$ cat config.mk
export PLATFORM = sky130hd
export DESIGN_NAME = pbpm_regs
export DESIGN_NICKNAME = d
export VERILOG_FILES = /design/src/hdl/pbpm_pkg.sv /design/src/hdl/pbpm_regs.sv /design/src/hdl/pbpm_transition_detect.sv
export SDC_FILE = /design/constraint.sdc
export NUM_CORES = 1
export LEC_CHECK = 0
export ABC_AREA = 1
export BUFFER_PORTS_ARGS = -buffer_cell sky130_fd_sc_hd__buf_2
export CAP_MARGIN = 20
export CORE_ASPECT_RATIO = 0.5
export CORE_UTILIZATION = 33
export CTS_CLUSTER_SIZE = 8
export DETAILED_ROUTE_END_ITERATION = 6
export GPL_TIMING_DRIVEN = 0
export PLACE_DENSITY = 0.86
export REMOVE_ABC_BUFFERS = 1
export SLEW_MARGIN = 20
export SYNTH_ARGS = -nofsm -noshare
export SYNTH_HDL_FRONTEND = slang
export SYNTH_SLANG_ARGS = --single-unit
$ cat constraint.sdc
create_clock -name clk -period 1.2 [get_ports clk]
set_clock_uncertainty 0.2 [all_clocks]
set_input_delay 0.24 -clock clk [delete_from_list [all_inputs] [get_ports clk]]
set_output_delay 0.24 -clock clk [all_outputs]
set_load 0.03 [all_outputs]
$ cat src/hdl/pbpm_pkg.sv
// Package with offsets, field positions and reset values of the bridge power-management registers
package pbpm_pkg;
	localparam logic [7:0] PBPM_OFF_CTRL_STATUS = 8'h6c;
	localparam logic [7:0] PBPM_OFF_BRIDGE_SUPPORT = 8'h6e;
	localparam logic [15:0] PBPM_LOCAL_BASE = 16'h1000;
	localparam int PBPM_BIT_WAKE_FLAG = 15;
	localparam int PBPM_BIT_WAKE_ENABLE = 8;
	localparam int PBPM_BIT_SEC_PWR_CLK_CTL_EN = 7;
	localparam int PBPM_BIT_CLK_STOP_SEL = 6;
	localparam logic [1:0] PBPM_PSTATE_D0 = 2'h0;
	localparam logic [1:0] PBPM_PSTATE_D1 = 2'h1;
	localparam logic [1:0] PBPM_PSTATE_D2 = 2'h2;
	localparam logic [1:0] PBPM_PSTATE_D3HOT = 2'h3;
	localparam logic [1:0] PBPM_PSTATE_RESET = 2'h0;
	localparam logic [7:0] PBPM_BSE_RESET = 8'h00;
	localparam logic PBPM_SEC_ON_RESET = 1'b1;
	localparam int PBPM_NMI_PULSE_CYCLES = 1;
endpackage

$ cat src/hdl/pbpm_regs.sv
// Bridge power-management register bank with secondary bus power and clock control
// Overview of operation
// - A 16-bit power control and status register is the main power-management interface.
// - That register sits at configuration offset 6C-6D and is also reachable from the local core bus.
// - Bit 15, the wake-event flag, is read-only zero.
// - Bit 8, the wake-event enable, is read-only zero.
// - Bits 1:0 hold the power state, read for the current state and written to request a new one.
// - Only D0 and D3hot are supported.
// - Writes of 01 or 10 to the power-state field are discarded.
// - Such a write still completes normally with no error.
// - A change between D0 and D3hot raises a non-maskable interrupt to the local core.
// - An 8-bit bridge support register sits at offset 6E with bits 5:0 reserved zero, also reachable locally.
// - Bit 7 of the bridge support register lets the power state govern the secondary bus and resets to zero.
// - With bit 7 set and bit 6 set, D3hot stops the secondary clock.
// - With bit 7 set and bit 6 clear, D3hot removes secondary bus power.
`timescale 1ns/1ps
module pbpm_regs (
	input wire logic clk, // PCI clock
	input wire logic rst_n, // PCI reset, active low
	input wire logic cfg_wr, // Configuration write strobe
	input wire logic cfg_rd, // Configuration read strobe
	input wire logic [7:0] cfg_addr, // Configuration byte offset, dword aligned
	input wire logic [3:0] cfg_be, // Configuration byte enables
	input wire logic [31:0] cfg_wdata, // Configuration write data
	output logic [31:0] cfg_rdata, // Configuration read data
	output logic cfg_done, // Configuration access completed
	input wire logic loc_wr, // Local core write strobe
	input wire logic loc_rd, // Local core read strobe
	input wire logic [15:0] loc_addr, // Local core bus address
	input wire logic [3:0] loc_be, // Local core byte enables
	input wire logic [31:0] loc_wdata, // Local core write data
	output logic [31:0] loc_rdata, // Local core read data
	output logic loc_done, // Local core access completed
	output logic core_nmi, // Non-maskable interrupt pulse to the local core
	output logic sec_clk_run, // Secondary bus clock enable
	output logic sec_pwr_on // Secondary bus power enable
);
	import pbpm_pkg::*;

	localparam int NPORT = 2; // Port 0 is configuration space, port 1 the local core bus
	localparam int BSE_LSB = 16; // The bridge support byte rides in byte lane 2
	localparam logic [15:0] LOC_CSR_ADDR = PBPM_LOCAL_BASE | {8'h00, PBPM_OFF_CTRL_STATUS};

	// Stored register state
	logic [1:0] pstate_ff;
	logic secondary_pwr_clk_control_enable_ff;
	logic secondary_clock_stop_select_ff;
	logic change_pulse;

	// Both access ports as arrays, so the per-port decode is written once
	wire [NPORT-1:0] port_wr = {loc_wr, cfg_wr};
	wire [NPORT-1:0] port_rd = {loc_rd, cfg_rd};
	wire [NPORT-1:0] port_hit;
	wire [NPORT-1:0] port_wr_hit;
	wire [NPORT-1:0] port_rd_hit;
	wire [NPORT-1:0] port_busy;
	wire [3:0] port_be [NPORT];
	wire [31:0] port_wdata [NPORT];
	wire [31:0] port_rword [NPORT];
	wire [31:0] reg_word;

	assign port_hit[0] = (cfg_addr == PBPM_OFF_CTRL_STATUS);
	assign port_hit[1] = (loc_addr == LOC_CSR_ADDR);
	assign port_be[0] = cfg_be;
	assign port_be[1] = loc_be;
	assign port_wdata[0] = cfg_wdata;
	assign port_wdata[1] = loc_wdata;

	// Every strobe is answered, mapped or not, so an ignored write still completes
	for (genvar p = 0; p < NPORT; p++) begin : g_port
		assign port_wr_hit[p] = port_wr[p] && port_hit[p];
		assign port_rd_hit[p] = port_rd[p] && port_hit[p];
		assign port_busy[p] = port_wr[p] || port_rd[p];
		assign port_rword[p] = port_rd_hit[p] ? reg_word : 32'h0000_0000;
	end

	// Config write wins a same-cycle collision, the local write is then lost
	wire cfg_wr_win = port_wr_hit[0];
	wire loc_wr_win = port_wr_hit[1] && !port_wr_hit[0];
	wire wr_any = cfg_wr_win || loc_wr_win;
	wire [3:0] be_sel = cfg_wr_win ? port_be[0] : port_be[1];
	wire [31:0] wd_sel = cfg_wr_win ? port_wdata[0] : port_wdata[1];

	// Power-state field in byte lane 0
	// Unsupported codes are dropped silently, the access itself still completes
	wire pstate_lane_wr = wr_any && be_sel[0];
	wire [1:0] req_state = wd_sel[1:0];
	wire req_is_d0 = (req_state == PBPM_PSTATE_D0);
	wire req_is_d3 = (req_state == PBPM_PSTATE_D3HOT);
	wire req_ok = req_is_d0 || req_is_d3;
	wire pstate_load = pstate_lane_wr && req_ok;
	wire [1:0] nxt_pstate = pstate_load ? req_state : pstate_ff;

	// Bridge support byte: only bits 7 and 6 are stored
	wire bse_wr = wr_any && be_sel[2];
	wire [7:0] bse_wbyte = wd_sel[BSE_LSB +: 8];
	wire nxt_secondary_pwr_clk_control_enable = bse_wr ? bse_wbyte[PBPM_BIT_SEC_PWR_CLK_CTL_EN] :
		secondary_pwr_clk_control_enable_ff;
	wire nxt_secondary_clock_stop_select = bse_wr ? bse_wbyte[PBPM_BIT_CLK_STOP_SEL] :
		secondary_clock_stop_select_ff;

	// Wake bits 15 and 8 and all reserved bits read as constant zero
	wire [15:0] csr_view = {1'b0, 6'h00, 1'b0, 6'h00, pstate_ff};
	wire [7:0] bse_view = {secondary_pwr_clk_control_enable_ff, secondary_clock_stop_select_ff, 6'h00};
	assign reg_word = {8'h00, bse_view, csr_view};

	// Secondary bus control only acts while the control enable is set
	wire in_d3 = (pstate_ff == PBPM_PSTATE_D3HOT);
	wire sec_ctl_d3 = secondary_pwr_clk_control_enable_ff && in_d3;
	wire sec_stop_clk = sec_ctl_d3 && secondary_clock_stop_select_ff;
	wire sec_cut_pwr = sec_ctl_d3 && !secondary_clock_stop_select_ff;
	wire nxt_sec_clk_run = !sec_stop_clk;
	wire nxt_sec_pwr_on = !sec_cut_pwr;

	// Registered answers: both ports reply one cycle after the strobe
	wire nxt_cfg_done = port_busy[0];
	wire [31:0] nxt_cfg_rdata = port_rword[0];
	wire nxt_loc_done = port_busy[1];
	wire [31:0] nxt_loc_rdata = port_rword[1];
	wire nxt_core_nmi = change_pulse;

	// Power state
	always_ff @(posedge clk or negedge rst_n) begin
		if (!rst_n) begin
			pstate_ff <= PBPM_PSTATE_RESET;
		end else begin
			pstate_ff <= nxt_pstate;
		end
	end

	// Secondary bus power/clock control enable
	always_ff @(posedge clk or negedge rst_n) begin
		if (!rst_n) begin
			secondary_pwr_clk_control_enable_ff <= PBPM_BSE_RESET[PBPM_BIT_SEC_PWR_CLK_CTL_EN];
		end else begin
			secondary_pwr_clk_control_enable_ff <= nxt_secondary_pwr_clk_control_enable;
		end
	end

	// Clock-stop or power-cut select
	always_ff @(posedge clk or negedge rst_n) begin
		if (!rst_n) begin
			secondary_clock_stop_select_ff <= PBPM_BSE_RESET[PBPM_BIT_CLK_STOP_SEL];
		end else begin
			secondary_clock_stop_select_ff <= nxt_secondary_clock_stop_select;
		end
	end

	// Config completion
	always_ff @(posedge clk or negedge rst_n) begin
		if (!rst_n) begin
			cfg_done <= 1'b0;
		end else begin
			cfg_done <= nxt_cfg_done;
		end
	end

	// Config read data, zero for unmapped offsets and for writes
	always_ff @(posedge clk or negedge rst_n) begin
		if (!rst_n) begin
			cfg_rdata <= 32'h0000_0000;
		end else begin
			cfg_rdata <= nxt_cfg_rdata;
		end
	end

	// Local completion
	always_ff @(posedge clk or negedge rst_n) begin
		if (!rst_n) begin
			loc_done <= 1'b0;
		end else begin
			loc_done <= nxt_loc_done;
		end
	end

	// Local read data, zero for unmapped addresses and for writes
	always_ff @(posedge clk or negedge rst_n) begin
		if (!rst_n) begin
			loc_rdata <= 32'h0000_0000;
		end else begin
			loc_rdata <= nxt_loc_rdata;
		end
	end

	// Secondary clock runs again one cycle after the stored state leaves D3hot
	always_ff @(posedge clk or negedge rst_n) begin
		if (!rst_n) begin
			sec_clk_run <= PBPM_SEC_ON_RESET;
		end else begin
			sec_clk_run <= nxt_sec_clk_run;
		end
	end

	// Secondary power returns one cycle after the stored state leaves D3hot
	always_ff @(posedge clk or negedge rst_n) begin
		if (!rst_n) begin
			sec_pwr_on <= PBPM_SEC_ON_RESET;
		end else begin
			sec_pwr_on <= nxt_sec_pwr_on;
		end
	end

	// The detector watches the stored state, so a refused write never pulses
	pbpm_transition_detect u_detect (
		.clk(clk),
		.rst_n(rst_n),
		.state_now(pstate_ff),
		.change_pulse(change_pulse)
	);

	// Interrupt pulse to the local core
	always_ff @(posedge clk or negedge rst_n) begin
		if (!rst_n) begin
			core_nmi <= 1'b0;
		end else begin
			core_nmi <= nxt_core_nmi;
		end
	end
endmodule // pbpm_regs

$ cat src/hdl/pbpm_transition_detect.sv
// Detector that turns a D0/D3hot power-state change into a one-cycle pulse
`timescale 1ns/1ps
module pbpm_transition_detect (
	input wire logic clk, // Clock
	input wire logic rst_n, // Asynchronous reset, active low
	input wire logic [1:0] state_now, // Current stored power state
	output logic change_pulse // One-cycle pulse on a state change
);
	import pbpm_pkg::*;
	logic [1:0] prev_ff;
	wire changed = (prev_ff != state_now);
	always_ff @(posedge clk or negedge rst_n) begin
		if (!rst_n) begin
			prev_ff <= PBPM_PSTATE_RESET;
			change_pulse <= 1'b0;
		end else begin
			prev_ff <= state_now;
			change_pulse <= changed;
		end
	end
endmodule // pbpm_transition_detect

# Word-level counts from Yosys, hierarchy flattened
# Index checks and enable logic that the tools add are counted.
# W data, S select, Z words.
[totals]
ff_bits = 60
input_bits = 102
output_inout_bits = 69
wordCells = 41
[op_classes]
n_eq_ne = 5
n_mux = 4
n_reduce_logical = 20
[op_table]
columns = ["op", "n"]
rows = [
  ["$mux W24", 3],
  ["$eq A16 B13 Y1 const B", 1],
  ["$logic_and A1 B1 Y1", 11],
  ["$eq A8 B7 Y1 const B", 1],
  ["$eq A2 B2 Y1 const B", 2],
  ["$logic_not A1 Y1", 4],
  ["$logic_or A1 B1 Y1", 4],
  ["$mux W3", 1],
  ["$logic_not A2 Y1", 1],
  ["$ne A2 B2 Y1", 1],
]

# Longest topological paths before layout
[logic_depth]
ltp_word = 7
ltp_mapped = 11
depth_no_buf = 11

# Hierarchy
# Synthesis repeated with hierarchy kept, for this count alone.
[unflattened]
cells_unflattened = 185
area_unflattened_um2 = 1423.9
[by_module_without_submodules]
columns = ["module", "instances", "cells_per_inst", "area_each_um2", "seq_area_each_um2"]
rows = [
  ["pbpm_regs", 1, 175, 1317.5, 427.9],
  ["pbpm_transition_detect", 1, 10, 106.4, 75.1],
]

# Worst setup path after synthesis
# No wires, ideal clock.
[synth_timing]
path_type = "input to register"
from = "input port cfg_addr[1]"
to = "register pstate_ff[1]"
setup_ns = 0.118
arrival_time_ns = 0.940
required_time_ns = 0.882
path_slack_ns = -0.058
cell_stages = 10
path_buffers = 0
cell_sequence = "inv_1 > nand2_1 > nor2_4 > nand3_4 > nand2_1 > nand2_1 > nand2_1 > nand3_2 > nand2_1 > nand2_1"
[synth_between]
elab_chain_cells = 7
elab_cells_between_ends = 12
classes_between = "2 x eq/ne; 2 x mux; 8 x reduce/logical"
[synth_rtl]
columns = ["element", "line", "rtl"]
rows = [
  ["start, declared", "pbpm_regs.sv:22", "input wire logic [7:0] cfg_addr,"],
  ["$eq A8 B7 Y1 *", "pbpm_regs.sv:62", "assign port_hit[0] = (cfg_addr == PBPM_OFF_CTRL_STATUS);"],
  ["$logic_and A1 B1 Y1 *", "pbpm_regs.sv:71", "assign port_wr_hit[p] = port_wr[p] && port_hit[p];"],
  ["branches (longest 5 deep; another with $mux W24)", "n/a", ""],
  ["end signal, assigned", "pbpm_regs.sv:127", "pstate_ff <= nxt_pstate;"],
  ["end, declared", "pbpm_regs.sv:45", "logic [1:0] pstate_ff;"],
]
# Every way passes the cells marked *.
# A chain may end at the register's enable or synchronous reset.

# Worst setup path after layout
[layout_timing]
from = "register sec_clk_run"
to = "output port sec_clk_run"
[layout_lines]
columns = ["element", "line", "rtl"]
rows = [
  ["start, declared", "pbpm_regs.sv:35", "output logic sec_clk_run,"],
  ["start signal, assigned", "pbpm_regs.sv:190", "sec_clk_run <= nxt_sec_clk_run;"],
]
# No word-level cell between the ends.

==> summary.txt <==
Share of cells above drive strength 1: 0.379
Reg2Reg Depth: 2
GPL Wtd Cong: 0.764
Critical Path Start Type: flip-flop
Seq/Total Area, Yosys: 0.354
Compound-Gate Fraction of Synth Area: 0.0176
Hold-fix buffers, CTS: 1
Die area: 0.00458 sq mm
Mux share of post-synthesis cell area: 0
HP Class: in -> reg
Post-Synth Adder-Cell Area: 0
Layout area overhead: 28.5%
Clk root buf: clkbuf_8
Inserted Diodes: 0
Syn_area_per_cell: 7.80 sq um
Number of max-cap violations: 0
Setup_tns: -403 ps
Yosys reg bits: 20
DP Area: 0.00154 sq mm
RSZ-0062 raised after global routing: yes
CTS Sinks: 20
Endpoint, Worst Hold: loc_done
Fin. Hold Viols: 1
Num CTS Buffers: 3
GRT overflow: 0
Largest net degree at the start of global routing: 21
IO Port Bufs: 54
Fillers: 409
Pleak: 1.03 nW
Min cycle time layout: 1340 ps
Max Slew Vio Count: 0
Most frequent cells after synthesis: 56 x buf_4, 37 x nand2_1, 18 x dfrtp_1, 18 x inv_1, 17 x nor2_1
Clock power share: 0.365
First-pass GRT wire length: 4170 microns
Status: complete, but fails checks
Asr flop ratio synth: 1.00
Core Area: 0.00400 sq mm
Nets: 346
Total Wirelength: 2750 microns
Post-Synth XOR/XNOR Area: 0.0123
CP Cell Sequence: buf_6
Largest area contributor in the netlist: dfrtp_1
Cell-internal power: 1.24 mW
Net Sw Power: 0.567 mW
Critical Path RT: 760 ps
Worst EP arrival: 900 ps
Combinational power share: 0.250
Final Util: 0.455
Initial Util: 0.354
Most common cell in the netlist: buf_4
Critical R2R Capture: u_detect.change_pulse
Global Route Usage Sum: 0.115
Final setup vio count: 14
CTS tree: yes
Max H-tree Level: 1
Vias/cell: 3.75
Chip height: 48.4 microns
Pwr Density: 989 mW/mm^2
HPWL after DPL: 2050 microns
Max IR drop VDD: 0.419 mV
Initial DRC Count: 22
Switching Share: 0.315
Yosys cell types: 21
Worst-path maximum fanout: 1
Drt drc: 0
M1 WL: 1100 microns
Synth Area in Simple Gates: 0.257
WL met3: 167 microns
Ranking of synthesized cells by area: dfrtp_1 32%, buf_4 30%, nand2_1 9.8%
Site Rows: 16
Met2 WL: 1460 microns
Number of cells after detailed placement: 288
Highest-delay cell along the critical path: dfstp_2
DIE WIDTH: 94.7 microns
Clock buffer depth: 2
Post-synth top area share: 0.317
Clock Latency Late Sink: 250 ps
Synth Cell Area: 0.00142 sq mm
Worst Path Buf+Inv: 1
Yosys Warn Count: 0
Worst reg2reg startpoint: pstate_ff[0]
CP Class: reg -> out
Worst Setup SP: sec_clk_run
Max stage delay on crit path: 530 ps
Reg clk slew, reported paths: 70 ps
Mapped Cells: 182
Reg power frac: 0.385
Setup crit end kind: output port
Family with the most delay on the worst path: flip-flops
Number of global-route vias before repair: 964
Fmax: 744 MHz
PnR worst setup slack: -144 ps
Worst hold path stage count: 2
Wire per inst: 9.25 microns
I/O pin count: 171
Post-route clock period utilization: 1.12
Post-synth EDFFs: 0
Top FF cell, synth: dfrtp_1
Post-route cell area: 0.00182 sq mm
Uppermost layer routed: met4
Min-delay src: loc_wr
Main combinational cell family by area after synthesis: buffers and inverters
Total number of vias: 1114
R2r setup slk: 180 ps
Worst hold slack: -11.1 ps
Initial antenna violation count: 0
Violated checks: negative hold slack, negative setup slack
Final cell count without fillers: 297
Drt first pass iters: 4
Residual antenna-violating net count after detailed routing: 0
-- cell families after synthesis --
family / count (synthesis)
xor+xnor: 2
other cells: 1
flops: 20
simple gates: 76
buf+inv: 78
compound gates: 5
-- through the flow --
stage	worst slack, ps	power (mW)
after floorplan	-58.1	1.00
after global placement	-273	1.10
after detailed placement	-283	1.11
after CTS	-157	1.80
after global routing	-169	1.87
final	-144	1.80
-- timing repair --
| action | CTS | global route |
|---|---|---|
| gates resized for setup | 40 | 12 |
| gates cloned | 1 | 0 |
| endpoints found under the hold margin | 19 | 1 |
| pin swaps | 6 | 17 |
| setup buffers | 2 | 1 |
| endpoints found under the setup margin | 17 | 21 |
-- per-layer routing --
metal / track usage / vias up
met2: 0.205 / 50
met3: 0.0252 / 2
li1: - / 567
met1: 0.139 / 495
met5: 0 / -
met4: 0.0303 / 0
-- power by group through the flow --
stage	clock network, mW	logic [mW]	registers, mW
2_1_floorplan	0	0.288	0.716
4_1_cts	0.674	0.431	0.694
3_3_place_gp	0	0.396	0.705
5_1_grt	0.691	0.483	0.695
6_report	0.658	0.451	0.694
3_5_place_dp	0	0.400	0.706
-- state kept, by name (all words and copies together) (netlist names) --
name	count
core_nmi	1
cfg_rdata	4
sec_clk_run	1
secondary_pwr_clk_control_enable_ff	1
cfg_done	1
pstate_ff	2
secondary_clock_stop_select_ff	1
loc_rdata	4
loc_done	1
u_detect.prev_ff	2
sec_pwr_on	1
u_detect.change_pulse	1
-- how the worst max path moves through the flow --
stage | to | slack, ps | depth (start not counted)
after floorplan | pstate_ff[1] | -60 | 10
after global placement | pstate_ff[1] | -270 | 11
after detailed placement | secondary_clock_stop_select_ff | -280 | 11
after CTS | sec_clk_run | -160 | 1
after global routing | sec_clk_run | -170 | 1
final | sec_clk_run | -140 | 1
-- layout by cell type, fill, tap and decap left out, types with 3 or more instances in the layout --
cell type,n
nand4_1,7
inv_4,4
nand2_2,6
nor2_1,15
buf_4,3
conb_1,56
dfrtp_1,18
buf_6,17
inv_1,15
nand3_2,4
nand2_1,31
nor2_4,4
clkbuf_8,3
buf_2,37
-- worst reg2reg max path: stages (launching register included) --
cell     delay [ps]
dfrtp_1         450
xnor2_1         190
nand2_1          70
-- final cells by class --
cell class | count | area [sq um] | share of cell area
multi-input combinational | 140 | 683 | 0.375
tap | 54 | 67.6 | 0.0371
clock inverter | 1 | 30.0 | 0.0165
clock buffer | 3 | 41.3 | 0.0226
timing repair buffer | 58 | 409 | 0.224
sequential | 20 | 503 | 0.276
inverter | 21 | 88.8 | 0.0487
Note: power is estimated with default switching activity, not from simulation.
